$ cat src/logic/acf_cfg.svh
// Purpose: offsets, field positions and reset values of the compare/filter
// Assumes: APB byte addresses, one 32-bit word per register
// Notes:   included by the package, the compare/filter module and the testbench
`ifndef ACF_CFG_SVH
`define ACF_CFG_SVH

`define ACF_OFF_CMP_CTL  12'h000
`define ACF_OFF_LOW_THR  12'h004
`define ACF_OFF_MASK_LO  12'h008
`define ACF_OFF_MASK_HI  12'h00c
`define ACF_OFF_FLT_CTL  12'h010
`define ACF_OFF_FLT_DAT  12'h014
`define ACF_OFF_IRQ_STS  12'h018
`define ACF_OFF_IRQ_MSK  12'h01c
`define ACF_OFF_CMP_CHN  12'h020
`define ACF_BUF_PAGE     5'h01

`define ACF_BIT_BLL      0
`define ACF_MASK_HI_W    2
`define ACF_BIT_FLT_EN   15
`define ACF_LSB_FLT_MODE 13
`define ACF_LSB_FLT_RAT  10
`define ACF_BIT_FLT_IE   9
`define ACF_BIT_FLT_RDY  8
`define ACF_LSB_FLT_CHN  0
`define ACF_BIT_IRQ_CMP  0
`define ACF_BIT_IRQ_FLT  1

`define ACF_RST_CTL      16'h0000
`define ACF_RST_THR      16'h0000
`define ACF_RST_MASK     18'h00000
`define ACF_RST_IRQ      2'h0
`define ACF_CH_TEMP      5'h10
`define ACF_CH_BGAP      5'h11

`endif

$ cat src/logic/acf_pkg.sv
// Purpose: shared types and the register decoder
// Assumes: acf_cfg.svh on the include path
// Notes:   no state lives here
`include "acf_cfg.svh"

package acf_pkg;

  typedef logic [4:0]  acf_chan_t;
  typedef logic [15:0] acf_sample_t;

  typedef enum logic [3:0] {
    ACF_R_NONE    = 4'h0,
    ACF_R_CMP_CTL = 4'h1,
    ACF_R_LOW_THR = 4'h2,
    ACF_R_MASK_LO = 4'h3,
    ACF_R_MASK_HI = 4'h4,
    ACF_R_FLT_CTL = 4'h5,
    ACF_R_FLT_DAT = 4'h6,
    ACF_R_IRQ_STS = 4'h7,
    ACF_R_IRQ_MSK = 4'h8,
    ACF_R_CMP_CHN = 4'h9,
    ACF_R_BUF     = 4'ha
  } acf_reg_t;

  function automatic acf_reg_t acf_decode(input logic [11:0] addr,
                                          input logic [5:0]  nch);
    acf_reg_t r;
    r = ACF_R_NONE;
    if (addr[1:0] == 2'h0) begin
      case (addr)
        `ACF_OFF_CMP_CTL: r = ACF_R_CMP_CTL;
        `ACF_OFF_LOW_THR: r = ACF_R_LOW_THR;
        `ACF_OFF_MASK_LO: r = ACF_R_MASK_LO;
        `ACF_OFF_MASK_HI: r = ACF_R_MASK_HI;
        `ACF_OFF_FLT_CTL: r = ACF_R_FLT_CTL;
        `ACF_OFF_FLT_DAT: r = ACF_R_FLT_DAT;
        `ACF_OFF_IRQ_STS: r = ACF_R_IRQ_STS;
        `ACF_OFF_IRQ_MSK: r = ACF_R_IRQ_MSK;
        `ACF_OFF_CMP_CHN: r = ACF_R_CMP_CHN;
        default: begin
          if (addr[11:7] == `ACF_BUF_PAGE && {1'b0, addr[6:2]} < nch) begin
            r = ACF_R_BUF;
          end
        end
      endcase
    end
    return r;
  endfunction

endpackage

$ cat src/logic/acf_mem_if.sv
// Purpose: carries the result-buffer ports between controller and memory
// Assumes: one write port, one registered read port
// Notes:   read data appear one edge after rd_en
`timescale 1ns/10ps

interface acf_mem_if #(
  parameter int AW = 5,
  parameter int DW = 16
);
  logic          wr_en;
  logic [AW-1:0] wr_addr;
  logic [DW-1:0] wr_data;
  logic          rd_en;
  logic [AW-1:0] rd_addr;
  logic [DW-1:0] rd_data;

  modport ctl (output wr_en, output wr_addr, output wr_data,
               output rd_en, output rd_addr, input rd_data);
  modport mem (input wr_en, input wr_addr, input wr_data,
               input rd_en, input rd_addr, output rd_data);
endinterface

$ cat src/logic/acf_result_mem.sv
// Purpose: per-channel result buffers, one word per channel
// Assumes: addresses below DEPTH only
// Notes:   contents are not reset; read data come from a register
`timescale 1ns/10ps

module acf_result_mem #(
  parameter int DEPTH = 18
) (
  // clock and reset
  input  wire logic i_clk_sys,
  input  wire logic i_resetn,
  // controller side
  acf_mem_if.mem    port
);

  logic [15:0] store [DEPTH];
  logic [15:0] rd_data_reg;

  always_ff @(posedge i_clk_sys) begin
    if (port.wr_en && 32'(port.wr_addr) < DEPTH) begin
      store[port.wr_addr] <= port.wr_data;
    end
  end

  always_ff @(posedge i_clk_sys or negedge i_resetn) begin
    if (!i_resetn) begin
      rd_data_reg <= 16'h0000;
    end else if (port.rd_en && 32'(port.rd_addr) < DEPTH) begin
      rd_data_reg <= store[port.rd_addr];
    end
  end

  assign port.rd_data = rd_data_reg;

endmodule

$ cat src/logic/acf_adc_cmp_filter.sv
// Purpose: digital low-threshold comparator, channel masks and
//          oversampling filter control of the adc post-processing
// Assumes: conversion results arrive as one-cycle valid strobes,
//          synchronous to i_clk_sys; APB slave with one wait state
// Notes:   filter ratio here means 2^(ratio+1) accumulated samples
// Notes on behaviour
// below-low enable set: event when buffered result is under low threshold
// low mask register holds sixteen channel enables, channels 0 to 15
// cleared enable bit keeps that channel from ever raising an event
// high mask register holds channels 16 and 17 in bits 0 and 1
// high mask bits 15 to 2 read zero, writes to them ignored
// all channel enables read/write, reset to zero
// filter control layout: en, mode, ratio, ie, ready, channel select
// filter channel codes 0-15 analog, 16 temp, 17 bandgap, rest reserved
// each enabled result checked once on write, event two cycles later
//
// Register access over APB and the register offsets were left to the implementer.
`timescale 1ns/10ps

`include "acf_cfg.svh"

module acf_adc_cmp_filter
  import acf_pkg::*;
#(
  parameter int NUM_CH = 18
) (
  // clock and reset
  input  wire logic        i_clk_sys,
  input  wire logic        i_resetn,
  // apb slave
  input  wire logic        i_psel,
  input  wire logic        i_penable,
  input  wire logic        i_pwrite,
  input  wire logic [11:0] i_paddr,
  input  wire logic [31:0] i_pwdata,
  output logic      [31:0] o_prdata,
  output logic             o_pready,
  output logic             o_pslverr,
  // conversion results
  input  wire logic        i_res_valid,
  input  wire acf_chan_t   i_res_chan,
  input  wire acf_sample_t i_res_data,
  // events
  output logic             o_cmp_event,
  output acf_chan_t        o_cmp_chan,
  output logic             o_flt_ready,
  output logic             o_irq
);

  acf_mem_if #(.AW(5), .DW(16)) mem_bus ();

  // register state
  logic              below_low_event_enable_reg;
  acf_sample_t       low_threshold_reg;
  logic [NUM_CH-1:0] channel_compare_enable_reg;
  logic              filter_enable_reg;
  logic [1:0]        filter_mode_reg;
  logic [2:0]        filter_ratio_reg;
  logic              filter_interrupt_enable_reg;
  logic              flt_rdy_reg;
  acf_chan_t         filter_input_channel_reg;
  logic [31:0]       flt_data_reg;
  logic [24:0]       flt_sum_reg;
  logic [8:0]        flt_cnt_reg;
  logic [1:0]        irq_sts_reg;
  logic [1:0]        irq_msk_reg;
  logic              irq_reg;
  acf_chan_t         cmp_chan_reg;
  logic              cmp_event_reg;

  // apb handshake state
  logic              pready_reg;
  logic              pslverr_reg;
  logic [31:0]       prdata_reg;
  logic [31:0]       prdata_next;

  // result pipeline
  logic              res_vld_reg;
  acf_chan_t         res_chan_reg;
  acf_sample_t       res_data_reg;

  logic              apb_setup;
  logic              apb_first;
  logic              apb_done;
  logic              apb_wr;
  logic              apb_rd;
  acf_reg_t          sel;
  logic              chan_en;
  logic              cmp_hit;
  logic              flt_take;
  logic              flt_done;
  logic [8:0]        flt_cnt_inc;
  logic [8:0]        flt_target;
  logic [24:0]       flt_sum_inc;
  logic [15:0]       flt_ctl_view;

  assign apb_setup = i_psel && !i_penable;
  assign apb_first = i_psel && i_penable && !pready_reg;
  assign apb_done  = i_psel && i_penable && pready_reg;
  assign apb_wr    = apb_done && i_pwrite;
  assign apb_rd    = apb_done && !i_pwrite;
  assign sel       = acf_decode(i_paddr, 6'(NUM_CH));

  // one wait state lets the registered buffer read settle
  always_ff @(posedge i_clk_sys or negedge i_resetn) begin
    if (!i_resetn) begin
      pready_reg  <= 1'b0;
      pslverr_reg <= 1'b0;
      prdata_reg  <= 32'h00000000;
    end else begin
      pready_reg  <= apb_first;
      pslverr_reg <= apb_first && (sel == ACF_R_NONE);
      if (apb_first) begin
        prdata_reg <= prdata_next;
      end
    end
  end

  assign flt_ctl_view = {filter_enable_reg, filter_mode_reg,
                         filter_ratio_reg, filter_interrupt_enable_reg,
                         flt_rdy_reg, 3'h0,
                         filter_input_channel_reg};

  always_comb begin
    prdata_next = 32'h00000000;
    if (!i_pwrite) begin
      case (sel)
        ACF_R_CMP_CTL: prdata_next = {31'h00000000,
                                      below_low_event_enable_reg};
        ACF_R_LOW_THR: prdata_next = {16'h0000, low_threshold_reg};
        ACF_R_MASK_LO: prdata_next = {16'h0000,
                                      channel_compare_enable_reg[15:0]};
        ACF_R_MASK_HI: prdata_next = {30'h00000000,
                                      channel_compare_enable_reg[17:16]};
        ACF_R_FLT_CTL: prdata_next = {16'h0000, flt_ctl_view};
        ACF_R_FLT_DAT: prdata_next = flt_data_reg;
        ACF_R_IRQ_STS: prdata_next = {30'h00000000, irq_sts_reg};
        ACF_R_IRQ_MSK: prdata_next = {30'h00000000, irq_msk_reg};
        ACF_R_CMP_CHN: prdata_next = {27'h0000000, cmp_chan_reg};
        ACF_R_BUF:     prdata_next = {16'h0000, mem_bus.rd_data};
        default:       prdata_next = 32'h00000000;
      endcase
    end
  end

  // buffer read starts in the setup cycle, data ready in the access cycle
  assign mem_bus.rd_en   = apb_setup && !i_pwrite;
  assign mem_bus.rd_addr = i_paddr[6:2];

  // comparator and channel-mask registers
  always_ff @(posedge i_clk_sys or negedge i_resetn) begin
    if (!i_resetn) begin
      below_low_event_enable_reg <= `ACF_RST_CTL == 16'h0000 ? 1'b0 : 1'b1;
      low_threshold_reg          <= `ACF_RST_THR;
      channel_compare_enable_reg <= `ACF_RST_MASK;
    end else if (apb_wr) begin
      case (sel)
        ACF_R_CMP_CTL: below_low_event_enable_reg <=
                         i_pwdata[`ACF_BIT_BLL];
        ACF_R_LOW_THR: low_threshold_reg <= i_pwdata[15:0];
        ACF_R_MASK_LO: channel_compare_enable_reg[15:0] <=
                         i_pwdata[15:0];
        ACF_R_MASK_HI: channel_compare_enable_reg[17:16] <=
                         i_pwdata[`ACF_MASK_HI_W-1:0];
        default: ;
      endcase
    end
  end

  // result stage: buffer write and compare happen once per new result
  always_ff @(posedge i_clk_sys or negedge i_resetn) begin
    if (!i_resetn) begin
      res_vld_reg  <= 1'b0;
      res_chan_reg <= 5'h00;
      res_data_reg <= 16'h0000;
    end else begin
      res_vld_reg <= i_res_valid;
      if (i_res_valid) begin
        res_chan_reg <= i_res_chan;
        res_data_reg <= i_res_data;
      end
    end
  end

  assign mem_bus.wr_en   = res_vld_reg;
  assign mem_bus.wr_addr = res_chan_reg;
  assign mem_bus.wr_data = res_data_reg;

  // out-of-range channel codes never index the mask
  assign chan_en = (32'(res_chan_reg) < NUM_CH) &&
                   channel_compare_enable_reg[res_chan_reg];
  assign cmp_hit = res_vld_reg && chan_en && below_low_event_enable_reg &&
                   (res_data_reg < low_threshold_reg);

  always_ff @(posedge i_clk_sys or negedge i_resetn) begin
    if (!i_resetn) begin
      cmp_event_reg <= 1'b0;
      cmp_chan_reg  <= 5'h00;
    end else begin
      cmp_event_reg <= cmp_hit;
      if (cmp_hit) begin
        cmp_chan_reg <= res_chan_reg;
      end
    end
  end

  // filter control register; ready is hardware-owned
  always_ff @(posedge i_clk_sys or negedge i_resetn) begin
    if (!i_resetn) begin
      filter_enable_reg           <= 1'b0;
      filter_mode_reg             <= 2'h0;
      filter_ratio_reg            <= 3'h0;
      filter_interrupt_enable_reg <= 1'b0;
      filter_input_channel_reg    <= 5'h00;
    end else if (apb_wr && sel == ACF_R_FLT_CTL) begin
      filter_enable_reg           <= i_pwdata[`ACF_BIT_FLT_EN];
      filter_mode_reg             <= i_pwdata[`ACF_LSB_FLT_MODE +: 2];
      filter_ratio_reg            <= i_pwdata[`ACF_LSB_FLT_RAT +: 3];
      filter_interrupt_enable_reg <= i_pwdata[`ACF_BIT_FLT_IE];
      filter_input_channel_reg    <= i_pwdata[`ACF_LSB_FLT_CHN +: 5];
    end
  end

  // codes 16 and 17 are the temperature and band-gap result slots;
  // reserved codes never match a result, so nothing accumulates
  assign flt_take    = res_vld_reg && filter_enable_reg &&
                       (32'(filter_input_channel_reg) < NUM_CH) &&
                       (res_chan_reg == filter_input_channel_reg);
  assign flt_cnt_inc = 9'(flt_cnt_reg + 9'h001);
  assign flt_target  = 9'(9'h002 << filter_ratio_reg);
  assign flt_sum_inc = 25'(flt_sum_reg + {9'h000, res_data_reg});
  assign flt_done    = flt_take && (flt_cnt_inc == flt_target);

  always_ff @(posedge i_clk_sys or negedge i_resetn) begin
    if (!i_resetn) begin
      flt_sum_reg  <= 25'h0000000;
      flt_cnt_reg  <= 9'h000;
      flt_data_reg <= 32'h00000000;
    end else if (!filter_enable_reg) begin
      flt_sum_reg <= 25'h0000000;
      flt_cnt_reg <= 9'h000;
    end else if (flt_done) begin
      flt_sum_reg  <= 25'h0000000;
      flt_cnt_reg  <= 9'h000;
      flt_data_reg <= {7'h00, flt_sum_inc};
    end else if (flt_take) begin
      flt_sum_reg <= flt_sum_inc;
      flt_cnt_reg <= flt_cnt_inc;
    end
  end

  // a completed filter sum (flt_done) beats the read that would clear ready
  always_ff @(posedge i_clk_sys or negedge i_resetn) begin
    if (!i_resetn) begin
      flt_rdy_reg <= 1'b0;
    end else if (!filter_enable_reg) begin
      flt_rdy_reg <= 1'b0;
    end else if (flt_done) begin
      flt_rdy_reg <= 1'b1;
    end else if (apb_rd && sel == ACF_R_FLT_DAT) begin
      flt_rdy_reg <= 1'b0;
    end
  end

  // sticky status, write one to clear, set wins
  always_ff @(posedge i_clk_sys or negedge i_resetn) begin
    if (!i_resetn) begin
      irq_sts_reg <= `ACF_RST_IRQ;
      irq_msk_reg <= `ACF_RST_IRQ;
      irq_reg     <= 1'b0;
    end else begin
      if (apb_wr && sel == ACF_R_IRQ_MSK) begin
        irq_msk_reg <= i_pwdata[1:0];
      end
      irq_sts_reg[`ACF_BIT_IRQ_CMP] <= cmp_hit ||
        (irq_sts_reg[`ACF_BIT_IRQ_CMP] &&
         !(apb_wr && sel == ACF_R_IRQ_STS && i_pwdata[`ACF_BIT_IRQ_CMP]));
      irq_sts_reg[`ACF_BIT_IRQ_FLT] <=
        (flt_done && filter_interrupt_enable_reg) ||
        (irq_sts_reg[`ACF_BIT_IRQ_FLT] &&
         !(apb_wr && sel == ACF_R_IRQ_STS && i_pwdata[`ACF_BIT_IRQ_FLT]));
      irq_reg <= |(irq_sts_reg & irq_msk_reg);
    end
  end

  acf_result_mem #(.DEPTH(NUM_CH)) u_mem (
    .i_clk_sys (i_clk_sys),
    .i_resetn  (i_resetn),
    .port      (mem_bus.mem)
  );

  assign o_prdata    = prdata_reg;
  assign o_pready    = pready_reg;
  assign o_pslverr   = pslverr_reg;
  assign o_cmp_event = cmp_event_reg;
  assign o_cmp_chan  = cmp_chan_reg;
  assign o_flt_ready = flt_rdy_reg;
  assign o_irq       = irq_reg;

  logic hit_en_d;
  assign hit_en_d = chan_en;
endmodule

$ cat config.mk
export PLATFORM = sky130hd
export DESIGN_NAME = acf_adc_cmp_filter
export DESIGN_NICKNAME = d
export VERILOG_FILES = /design/src/logic/acf_pkg.sv /design/src/logic/acf_mem_if.sv /design/src/logic/acf_result_mem.sv /design/src/logic/acf_adc_cmp_filter.sv
export VERILOG_INCLUDE_DIRS = /design/src /design/src/logic
export SDC_FILE = /design/constraint.sdc
export NUM_CORES = 1
export LEC_CHECK = 0
export ABC_AREA = 1
export BUFFER_PORTS_ARGS = -buffer_cell sky130_fd_sc_hd__buf_2
export CAP_MARGIN = 20
export CORE_ASPECT_RATIO = 1.5
export CORE_UTILIZATION = 60
export CTS_CLUSTER_DIAMETER = 40
export CTS_CLUSTER_SIZE = 10
export DETAILED_ROUTE_END_ITERATION = 8
export HOLD_SLACK_MARGIN = 0.08
export MAX_ROUTING_LAYER = met4
export PLACE_DENSITY = 0.75
export RECOVER_POWER = 50
export SYNTH_ARGS = -nofsm -noshare
export SYNTH_HDL_FRONTEND = slang
export SYNTH_HIERARCHICAL = 1
export SYNTH_SLANG_ARGS = --single-unit
$ cat constraint.sdc
create_clock -name i_clk_sys -period 4 [get_ports i_clk_sys]
set_clock_uncertainty 0.2 [all_clocks]
set_input_delay 0 -clock i_clk_sys [delete_from_list [all_inputs] [get_ports i_clk_sys]]
set_output_delay 0 -clock i_clk_sys [all_outputs]
set_load 0.05 [all_outputs]
==> metrics <==
ys async rst share 0.389; dpl cells 3105; Worst EP arrival around 3.7 ns; initial antenna violation count 3; Area contributors post-synth edfxtp_1 38%, dfrtp_1 20%, nand2_1 15%; # setup viols final 0; final layout net count 2890; Clk pin slew, worst setup/hold paths 0.06 ns; YS warnings 6; worst slack at placement between 1 and 1.5 ns; count leader, synth nand2_1; Yosys cell types 46; GRT Util Overall 0.360; port bufs between 80 and 90; Max clock buf depth 3; max-cap viol count 6; Tot Pwr approximately 11 mW; largest area contributor in the netlist edfxtp_1; H-tree depth 2; fin. max-slew vios 236; CP Launch Type flop; first-pass GRT wire length 101 mm; CTS tree yes; RSZ-0062 raised after global routing no; Critical Path RT 4.26 ns; Period minus WS final ~3.4 ns; final hold vios 0; num rows 87; final cell count without fillers 3314; worst slew pin tran about 2.2 ns; Die Height approximately 240 microns; Primary FF master, synth edfxtp_1; Vias between 15000 and 20000; I/O pins 113; multi-input logic area 7650 sq um; Synth Area per Inst 8.86 sq um; Hold Path Stages 4; Seq/Total Area, Yosys 0.582; kind of critical path flop to flop; Commonest cells post-synth 885 x nand2_1, 326 x inv_1, 294 x nand3_1; fin crit share 0.861; peak supply drop 0.413 mV; post-synth top area share 0.380; Vias/cell 5.65; number of CTS-inserted buffers 54; root buffer cell clkbuf_16; Post-route DRC 0; clock sinks 471; HPWL after DPL 43.1 mm; DRT Pass-1 Iters 6; largest net degree at the start of global routing 92; Hold Crit Class input port to flop; Detailed Route WL 66.3 mm; Post-synth EDFFs 288; Initial Util 0.607; Worst Reg-to-Reg Cells 8; vias in the first global route 18497; worst setup margin around 0.56 ns; DRT antenna net count 0; failing checks capacitance limit, slew limit; Synth Cell Area ~23000 sq um; area grow syn2layout 15.5%; status finished with violations; Mapped Cells roughly 2600; register area 13200 sq um; Max FO, Critical Path 20; Pleak 12.1 nW; Die Wd ~160 microns; GPL Wtd Cong 0.962; FILL cells 2862; detailed-route wire length per cell 20.0 microns; setup TNS 0 ns; Seq cells post-synth about 470; Achievable Freq 290 MHz; post-CTS resize count 0; critical path capture point type flop; latest clock arrival within the worst-skew pair between 0.5 and 0.6 ns; DIE AREA 38700 sq um; post-placement cell area 23700 sq um; DR iter-0 viols 1486; Post-Layout Inst Area 26300 sq um; gr ovfl total 0; Max-slew headroom -0.451; largest register by flop count u_mem/store; Hold WS roughly 0.094 ns; max reg flops 288; Core ar. 37400 sq um; Power Density 412 nW/um^2; share of cells above drive strength 1 0.0801; Final Util 0.701
## layer usage
metal | global-route usage | share of wire | up-vias
li1 | - | - | 8707
met1 | 0.387 | 0.35 | 8928
met2 | 0.605 | 0.50 | 834
met3 | 0.0402 | 0.059 | 258
met4 | 0.284 | 0.090 | 0
met5 | - | 0 | -
## kinds of logic after synthesis
logic type      count (synthesis)  synth area share
flops                         471             0.582
xor+xnor                       15           0.00578
fa+ha+maj                      33            0.0185
other cells                     1          0.000165
compound gates                196            0.0484
mux                            16           0.00792
simple gates                 1394             0.255
buf+inv                       441            0.0828
## path summary, 6_finish.rpt
path                                                 start                                       to  slack, ns
setup / recovery           mem_bus.wr_data[15]$_DFFE_PN0P_                o_cmp_chan[0]$_DFFE_PN0P_       0.56
hold / removal                                 i_pwdata[9]  filter_interrupt_enable_reg$_DFFE_PN0P_       0.09
hold reg to reg                   o_prdata[12]$_DFFE_PN0P_                 o_prdata[12]$_DFFE_PN0P_       0.28
max in group asynchronous                         i_resetn                    o_cmp_event$_DFF_PN0_       0.80
min in group asynchronous                         i_resetn  filter_input_channel_reg[4]$_DFFE_PN0P_       1.32
setup reg to reg           mem_bus.wr_data[15]$_DFFE_PN0P_                o_cmp_chan[0]$_DFFE_PN0P_       0.56
## worst max-delay path, cell delays in order, from the launching register on
cell and delay, ns:
dfrtp_1 0.35, clkbuf_1 1.04, ha_1 0.42, a211oi_1 0.22
o21ai_0 0.16, nor2_1 0.36, nand3_1 0.37, nand2_1 0.15
nand2_1 0.05
## cells in the final DEF (no fill, tap or decap), types with 6 or more instances in the layout
master / Yosys / layout
nand2_1: 885 / 885
inv_1: 326 / 326
nand3_1: 294 / 294
edfxtp_1: 288 / 288
dfrtp_1: 183 / 183
nor2_1: 150 / 149
dlygate4sd3_1: 0 / 113
o21ai_0: 110 / 110
buf_2: 40 / 71
clkbuf_1: 27 / 67
clkbuf_16: 0 / 54
a21oi_1: 50 / 50
buf_4: 16 / 36
ha_1: 32 / 32
nand4_1: 23 / 23
nor3_1: 20 / 20
mux2_2: 16 / 16
xor2_1: 11 / 11
a21oi_2: 10 / 10
nand3b_1: 9 / 9
inv_2: 8 / 8
conb_1: 1 / 7
nor2_2: 5 / 6
## power breakdown
part	internal (mW)	total [mW]	switching, mW
combinational	0.285	0.920	0.635
sequential	5.32	5.43	0.108
clock	2.57	4.48	1.91
total	8.18	10.8	2.65
## final cells by class
type | instances | share of cell area
Sequential cell | 471 | 0.504
Multi-Input combinational cell | 1661 | 0.291
Timing Repair Buffer | 259 | 0.0729
Clock buffer | 88 | 0.0578
Inverter | 339 | 0.0487
Tap cell | 489 | 0.0233
Clock inverter | 4 | 0.00195
Antenna cell | 3 | 0.000286
## what timing repair did
| action | CTS | global route |
|---|---|---|
| hold buffers | 114 | 0 |
| endpoints found under the hold margin | 300 | 0 |
| setup endpoints to repair | 0 | 0 |
| setup buffers | 0 | 0 |
Power figures use the tool's default switching activity.
